**config.mk**
```make
export PLATFORM = sky130hd
export DESIGN_NAME = udcb_stage
export DESIGN_NICKNAME = d
export VERILOG_FILES = /design/src/hw/udcb_pkg.sv /design/src/hw/udcb_stage.sv
export SDC_FILE = /design/constraint.sdc
export NUM_CORES = 1
export LEC_CHECK = 0
export BUFFER_PORTS_ARGS = -buffer_cell sky130_fd_sc_hd__buf_2
export CORE_AREA = 2 2 39 41
export DETAILED_ROUTE_END_ITERATION = 12
export DIE_AREA = 0 0 41 43
export SETUP_SLACK_MARGIN = 0.3
export SLEW_MARGIN = 20
export SYNTH_ARGS = -nofsm -noshare
export SYNTH_HDL_FRONTEND = slang
export SYNTH_SLANG_ARGS = --single-unit
```
**constraint.sdc**
```tcl
create_clock -name clk -period 1 [get_ports clk]
set_clock_uncertainty 0.05 [all_clocks]
set_input_delay 0.1 -clock clk [delete_from_list [all_inputs] [get_ports clk]]
set_output_delay 0.1 -clock clk [all_outputs]
set_load 0.02 [all_outputs]
```
**src/hw/udcb_pkg.sv**
```systemverilog
/*
  Shared constants and carrier types for the one-bit cascadable
  up/down counter stage.
  Assumes nothing beyond a SystemVerilog compiler.
*/
package udcb_pkg;

  // value the stored bit takes on clear or reset
  localparam logic UDCB_CLEAR_VAL = 1'h0;
  // direction encoding: high counts down, low counts up
  localparam logic UDCB_DIR_UP = 1'h0;
  localparam logic UDCB_DIR_DOWN = 1'h1;

  // per-edge control inputs of one stage
  typedef struct packed {
    logic parallel_load_n;
    logic count_en;
    logic carry_in;
    logic count_down;
    logic data;
  } udcb_ctrl_t;

endpackage

```
**src/hw/udcb_stage.sv**
```systemverilog
/*
  One bit of a cascadable up/down counter with parallel load,
  asynchronous clear and a ripple carry toward the next stage.
  Assumes the surrounding logic supplies clk and its complement clk_n
  together, and chains carry_out of one stage into carry_in of the next.
  clear_n may fall or rise at any time; rst is sampled only on the
  falling edge of clk, like every other control input.
*/
// Functional notes
// - one counter bit, chainable into wider counters
// - counts only with enable high, else holds unless loaded
// - load and count on falling true clock
// - low clear zeroes bit at once, overrides
// - ripple carry out toward next stage
// - steps only when incoming carry is high
`timescale 1ns/1ps

module udcb_stage
  import udcb_pkg::*;
(
  input wire logic clk,
  input wire logic clk_n,
  input wire logic rst,
  input wire logic clear_n,
  input wire udcb_ctrl_t ctrl,
  output logic q,
  output logic q_n,
  output logic carry_out
);

  logic q_reg;
  logic q_next;
  logic qn_reg;
  logic q_mid_reg;

  ////////////////////////////////////////////////////////////////////////
  // next value of the stored bit
  // load wins over count; a count needs both enable and incoming carry
  function automatic logic udcb_next_bit(input udcb_ctrl_t c,
                                         input logic cur);
    logic nb;
    nb = cur;
    if (!c.parallel_load_n) begin
      nb = c.data;
    end else if (c.count_en && c.carry_in) begin
      nb = ~cur;
    end
    return nb;
  endfunction

  // decide the value taken at the coming falling edge
  always_comb begin
    q_next = udcb_next_bit(ctrl, q_reg);
  end

  ////////////////////////////////////////////////////////////////////////
  // state bit: falling edge of the true clock, async low clear
  // rst is sampled on the same edge; clear_n wins over rst and all else
  always_ff @(negedge clk or negedge clear_n) begin
    if (!clear_n) begin
      q_reg <= UDCB_CLEAR_VAL;
    end else if (rst) begin
      q_reg <= UDCB_CLEAR_VAL;
    end else begin
      q_reg <= q_next;
    end
  end

  // complement kept in its own flop so both outputs are registered
  always_ff @(negedge clk or negedge clear_n) begin
    if (!clear_n) begin
      qn_reg <= ~UDCB_CLEAR_VAL;
    end else if (rst) begin
      qn_reg <= ~UDCB_CLEAR_VAL;
    end else begin
      qn_reg <= ~q_next;
    end
  end

  ////////////////////////////////////////////////////////////////////////
  // bit as seen at mid-cycle on the falling edge of the complement clock;
  // it only tracks q_reg if clk_n really falls between true falling edges
  always_ff @(negedge clk_n or negedge clear_n) begin
    if (!clear_n) begin
      q_mid_reg <= UDCB_CLEAR_VAL;
    end else begin
      q_mid_reg <= q_reg;
    end
  end

  ////////////////////////////////////////////////////////////////////////
  // outputs; carry ripples without a flop so a chain settles in one cycle
  // the carry cannot be registered: the next stage must see it in the
  // same cycle, so a long chain limits the clock rate
  assign q = q_reg;
  assign q_n = qn_reg;
  assign carry_out = ctrl.carry_in &
    ((ctrl.count_down == UDCB_DIR_DOWN) ? ~q_reg : q_reg);

  ////////////////////////////////////////////////////////////////////////
  // checks
  chk_load_capture: assert property (
    @(negedge clk) disable iff (rst || !clear_n)
    !ctrl.parallel_load_n |=> q == $past(ctrl.data))
    else $error("load did not capture data bit");

  chk_hold_disabled: assert property (
    @(negedge clk) disable iff (rst || !clear_n)
    ctrl.parallel_load_n && !ctrl.count_en |=> $stable(q))
    else $error("bit changed while count disabled");

  chk_count_toggle: assert property (
    @(negedge clk) disable iff (rst || !clear_n)
    ctrl.parallel_load_n && ctrl.count_en && ctrl.carry_in
    |=> q != $past(q))
    else $error("enabled count with carry did not toggle");

  chk_carry_gate: assert property (
    @(negedge clk) disable iff (rst || !clear_n)
    ctrl.parallel_load_n && !ctrl.carry_in |=> $stable(q))
    else $error("bit stepped without incoming carry");

  chk_clear_force: assert property (
    @(posedge clk) !clear_n |-> (q == UDCB_CLEAR_VAL && q_n != q))
    else $error("clear did not zero the bit");

  chk_carry_next: assert property (
    @(negedge clk) disable iff (rst || !clear_n)
    ctrl.parallel_load_n && ctrl.count_en && ctrl.carry_in
    && ctrl.count_down == UDCB_DIR_UP && q
    |=> !q && $past(carry_out))
    else $error("up count from one lacked carry out");

  chk_clock_pair: assert property (
    @(negedge clk) disable iff (rst || !clear_n)
    q == q_mid_reg)
    else $error("bit changed away from the true falling edge");

  chk_q_pair: assert property (
    @(negedge clk) disable iff (rst || !clear_n) ##1 q_n == ~q)
    else $error("q and q_n not complementary");

  chk_qn_load: assert property (
    @(negedge clk) disable iff (rst || !clear_n)
    !ctrl.parallel_load_n |=> q_n != $past(ctrl.data))
    else $error("load did not set the complement output");

  chk_qn_hold: assert property (
    @(negedge clk) disable iff (rst || !clear_n)
    ctrl.parallel_load_n && !ctrl.count_en |=> $stable(q_n))
    else $error("complement changed while count disabled");

  chk_qn_toggle: assert property (
    @(negedge clk) disable iff (rst || !clear_n)
    ctrl.parallel_load_n && ctrl.count_en && ctrl.carry_in
    |=> q_n != $past(q_n))
    else $error("complement did not toggle on enabled count");

  chk_load_priority: assert property (
    @(negedge clk) disable iff (rst || !clear_n)
    !ctrl.parallel_load_n && ctrl.count_en && ctrl.carry_in
    |=> q == $past(ctrl.data))
    else $error("count overrode a parallel load");

  chk_step_up_zero: assert property (
    @(negedge clk) disable iff (rst || !clear_n)
    ctrl.parallel_load_n && ctrl.count_en && ctrl.carry_in
    && ctrl.count_down == UDCB_DIR_UP && !q
    |=> q && !$past(carry_out))
    else $error("up count from zero went wrong");

  chk_step_down_zero: assert property (
    @(negedge clk) disable iff (rst || !clear_n)
    ctrl.parallel_load_n && ctrl.count_en && ctrl.carry_in
    && ctrl.count_down == UDCB_DIR_DOWN && !q
    |=> q && $past(carry_out))
    else $error("down count from zero lacked carry out");

  chk_step_down_one: assert property (
    @(negedge clk) disable iff (rst || !clear_n)
    ctrl.parallel_load_n && ctrl.count_en && ctrl.carry_in
    && ctrl.count_down == UDCB_DIR_DOWN && q
    |=> !q && !$past(carry_out))
    else $error("down count from one went wrong");

  ////////////////////////////////////////////////////////////////////////
  // checks on the ripple carry, sampled where inputs and bit are settled
  chk_carry_blocked: assert property (
    @(negedge clk) disable iff (rst || !clear_n)
    !ctrl.carry_in |-> !carry_out)
    else $error("carry out without incoming carry");

  chk_carry_up_one: assert property (
    @(negedge clk) disable iff (rst || !clear_n)
    ctrl.carry_in && ctrl.count_down == UDCB_DIR_UP && q |-> carry_out)
    else $error("up carry missing at bit one");

  chk_carry_up_zero: assert property (
    @(negedge clk) disable iff (rst || !clear_n)
    ctrl.carry_in && ctrl.count_down == UDCB_DIR_UP && !q |-> !carry_out)
    else $error("up carry raised at bit zero");

  chk_carry_down_zero: assert property (
    @(negedge clk) disable iff (rst || !clear_n)
    ctrl.carry_in && ctrl.count_down == UDCB_DIR_DOWN && !q |-> carry_out)
    else $error("down carry missing at bit zero");

  chk_carry_down_one: assert property (
    @(negedge clk) disable iff (rst || !clear_n)
    ctrl.carry_in && ctrl.count_down == UDCB_DIR_DOWN && q |-> !carry_out)
    else $error("down carry raised at bit one");

  ////////////////////////////////////////////////////////////////////////
  // checks on clear and reset
  chk_clear_hold: assert property (
    @(negedge clk)
    !clear_n |-> q == UDCB_CLEAR_VAL && q_n != UDCB_CLEAR_VAL)
    else $error("bit not held at zero through clear");

  chk_reset_zero: assert property (
    @(negedge clk) disable iff (!clear_n)
    rst |=> q == UDCB_CLEAR_VAL && q_n != UDCB_CLEAR_VAL)
    else $error("synchronous reset did not zero the bit");

endmodule

```
==> impl_table.tex <==
\begin{tabular}{lr}
\hline
Metric & Value \\
\hline
\multicolumn{2}{l}{\textbf{Setup path}} \\
\quad Critical path type & flop to output pin \\
\quad Largest fanout on the critical path & 2 \\
\quad Critical path startpoint category & flop \\
\quad Critical path data required time & between 800 and 900 ps \\
\quad Endpoint arrival time on the critical path & approximately 1600 ps \\
\quad Endpoint kind of the worst setup timing path & output pin \\
\multicolumn{2}{l}{\textbf{Logic synthesis}} \\
\quad Synth warnings & 0 \\
\quad Post-synthesis net count & 19 \\
\quad Area of the mapped netlist & 110.1 um2 \\
\quad Fraction of the yosys area taken by sequential cells & 0.4659 \\
\quad Post-Synthesis Cells & 10 \\
\quad Syn Area/Cell & 11.01 um2 \\
\quad Number of distinct library cells after synthesis & 10 \\
\quad Yosys reg bits & 2 \\
\multicolumn{2}{l}{\textbf{Routing}} \\
\quad Vias & 150 \\
\quad Wirelength, routed & approximately 340 um \\
\quad Final routed wire length divided by cell count & $\sim$8.0 um \\
\quad Post-DRT Antenna Nets & 0 \\
\quad Initial DRC Count & 3 \\
\quad Post-DR vias/cell & 3.571 \\
\quad Number of design rule violations left after detail routing & 0 \\
\quad Total iterations of the first detailed-routing run & 2 \\
\multicolumn{2}{l}{\textbf{GRT}} \\
\quad Number of antenna violations at the first check in global routing & 0 \\
\quad Wire length of the first global-routing pass & $\sim$480 um \\
\quad Via count of the first global-routing pass & 159 \\
\quad Total grt overflow & 0 \\
\quad Overall global routing resource usage & 0.05015 \\
\quad Global-route layer with the greatest usage & met4 \\
\quad Met1 track demand over resource in global routing & 0.01923 \\
\quad GR Util met3 & 0.05236 \\
\quad Pin count of the biggest net entering global routing & 4 \\
\quad M2 GR Usage & 0.06250 \\
\multicolumn{2}{l}{\textbf{Clock network}} \\
\quad CTS Buf Count & 3 \\
\quad Clock Root Buffer & sky130\_fd\_sc\_hd\_\_clkbuf\_4 \\
\quad Max Buffers Root-to-Sink & 2 \\
\quad CTS sink cnt & 2 \\
\quad Source-to-sink clock delay at the later pin of the worst-skew pair & around 240 ps \\
\quad CTS tree & yes \\
\quad Clock-pin slew of the registers on the worst-case setup and hold paths & around 30 ps \\
\quad Maximum level of the CTS H-tree & 1 \\
\multicolumn{2}{l}{\textbf{Timing}} \\
\quad Final slew viol count & 0 \\
\quad Setup violators final & 5 \\
\quad RSZ-0062 raised after global routing & true \\
\quad Final hold violations & 1 \\
\quad Tightest Pin Transition & between 150 and 200 ps \\
\quad PnR worst setup slack & -697.7 ps \\
\quad Worst slew margin relative to its limit & 0.8749 \\
\quad Worst hold slack & -25.57 ps \\
\multicolumn{2}{l}{\textbf{Cells and area}} \\
\quad Area of all placed cells without fillers & 252.7 um2 \\
\quad Proportion of layout cells with a drive suffix above 1 & 0.6923 \\
\quad N\_diodes & 0 \\
\quad Post-synthesis to final-layout area growth & 129.5\% \\
\quad NumNets Final & 36 \\
\quad Most common cell after layout, fill and taps aside & sky130\_fd\_sc\_hd\_\_buf\_2 \\
\quad Top library cells by usage in the layout, fill and taps aside & sky130\_fd\_sc\_hd\_\_buf\_2 (7), sky130\_fd\_sc\_hd\_\_buf\_6 (4), sky130\_fd\_sc\_hd\_\_clkbuf\_4 (3) \\
\quad Post-layout instance count excluding filler cells & 42 \\
\multicolumn{2}{l}{\textbf{Outcome}} \\
\quad Failing checks & hold timing, setup timing \\
\quad Outcome & complete, but fails checks \\
\multicolumn{2}{l}{\textbf{Floorplanning}} \\
\quad Die Span X & between 40 and 50 um \\
\quad FP Rows & 14 \\
\quad Number of ports placed on the die boundary & 12 \\
\quad Die area & between 1500 and 2000 um2 \\
\quad Core Footprint & between 1000 and 1500 um2 \\
\quad Overall die height & between 40 and 50 um \\
\quad Starting Density & 0.07957 \\
\multicolumn{2}{l}{\textbf{Power and ir drop}} \\
\quad Worst voltage drop across the vdd grid & about 0.00024 V \\
\quad Total power per unit cell area & $\sim$1600 nW/um2 \\
\quad Leakage power of the design & $\sim$0.12 nW \\
\multicolumn{2}{l}{\textbf{Placed design}} \\
\quad Final GP Congestion & roughly 0.43 \\
\quad Placed Cells incl. Taps & 37 \\
\quad Number of buffer cells added on primary ports & 10 \\
\quad Worst slack at placement & -495.7 ps \\
\quad Area after DPL & between 150 and 200 um2 \\
\multicolumn{2}{l}{\textbf{Job}} \\
\quad Max-cap violations & 0 \\
\multicolumn{2}{l}{\textbf{Worst hold path}} \\
\quad HP Class & input port to async pin \\
\hline
\end{tabular}
==> cells in the mapped netlist (all sizes together) <==
cell type / count / area share
inv: 1 / 0.034
a311o: 1 / 0.091
xor2: 1 / 0.080
nor2: 1 / 0.034
a311oi: 1 / 0.080
and2: 1 / 0.057
dfrtn: 1 / 0.23
nand3b: 1 / 0.068
dfstp: 1 / 0.24
a21bo: 1 / 0.091
==> cells by family (layout without fill, tap and decap cells) <==
kind of cell | Yosys count | after routing | synth area share
AO/OA/AOI/OAI | 3 | 3 | 0.2614
flip-flops | 2 | 2 | 0.4659
AND/OR/NAND/NOR | 3 | 3 | 0.1591
XOR/XNOR | 1 | 1 | 0.07956
buffers and inverters | 1 | 17 | 0.03406
==> critical path, cell delays in order, from the launching register on <==
cell,delay (ps)
sky130_fd_sc_hd__dfrtn_1,410
sky130_fd_sc_hd__xor2_1,140
sky130_fd_sc_hd__and2_4,150
sky130_fd_sc_hd__buf_6,100
==> power by group <==
group	leakage, nW	switching [mW]	internal [mW]
clock network	0.0203	0.0685	0.155
registers	0.0234	0.00314	0.0902
logic	0.0798	0.0376	0.0527
==> per-layer routing <==
layer / vias up / share of wire
met5: - / 0
met1: 68 / 0.36
met2: 10 / 0.53
li1: 70 / -
met4: 0 / 0.021
met3: 2 / 0.090
==> layout make-up <==
| cell class | count | area [um2] |
|---|---|---|
| fill | 162 | 1131 |
| timing repair buffer | 12 | 87.58 |
| multi-input combinational | 7 | 63.81 |
| sequential | 2 | 51.30 |
| clock buffer | 4 | 26.28 |
| tap | 16 | 20.02 |
| clock inverter | 1 | 3.754 |
==> final timing paths <==
path,slack [ps],to,start,depth (start not counted)
max in group asynchronous,660,q_n$_DFF_NN1_,clear_n,1
min in group clk,490,carry_out,ctrl[2],3
min,-30,q$_DFF_NN0_,clear_n,1
max,-700,carry_out,q$_DFF_NN0_,3
min reg2reg,860,q$_DFF_NN0_,q$_DFF_NN0_,4
max reg2reg,-190,q_n$_DFF_NN1_,q$_DFF_NN0_,4
==> repair_timing <==
item                                    in CTS  in global routing
endpoints found under the hold margin        1                  1
endpoints found under the setup margin       5                  5
setup buffers                                1                  0
gates resized for setup                      7                  1
pin swaps                                    1                  0
==> through the flow <==
step | TNS [ps] | total power [mW] | utilization
floorplan | -1079 | 0.1403 | -
global placement | -1567 | 0.1723 | 0.1374
global route | -2320 | 0.4442 | 0.1826
detailed placement | -1590 | 0.1732 | 0.1374
CTS | -2174 | 0.4200 | 0.1781
finish | -2132 | 0.4071 | 0.1826
(Power assumes the default switching activity.)
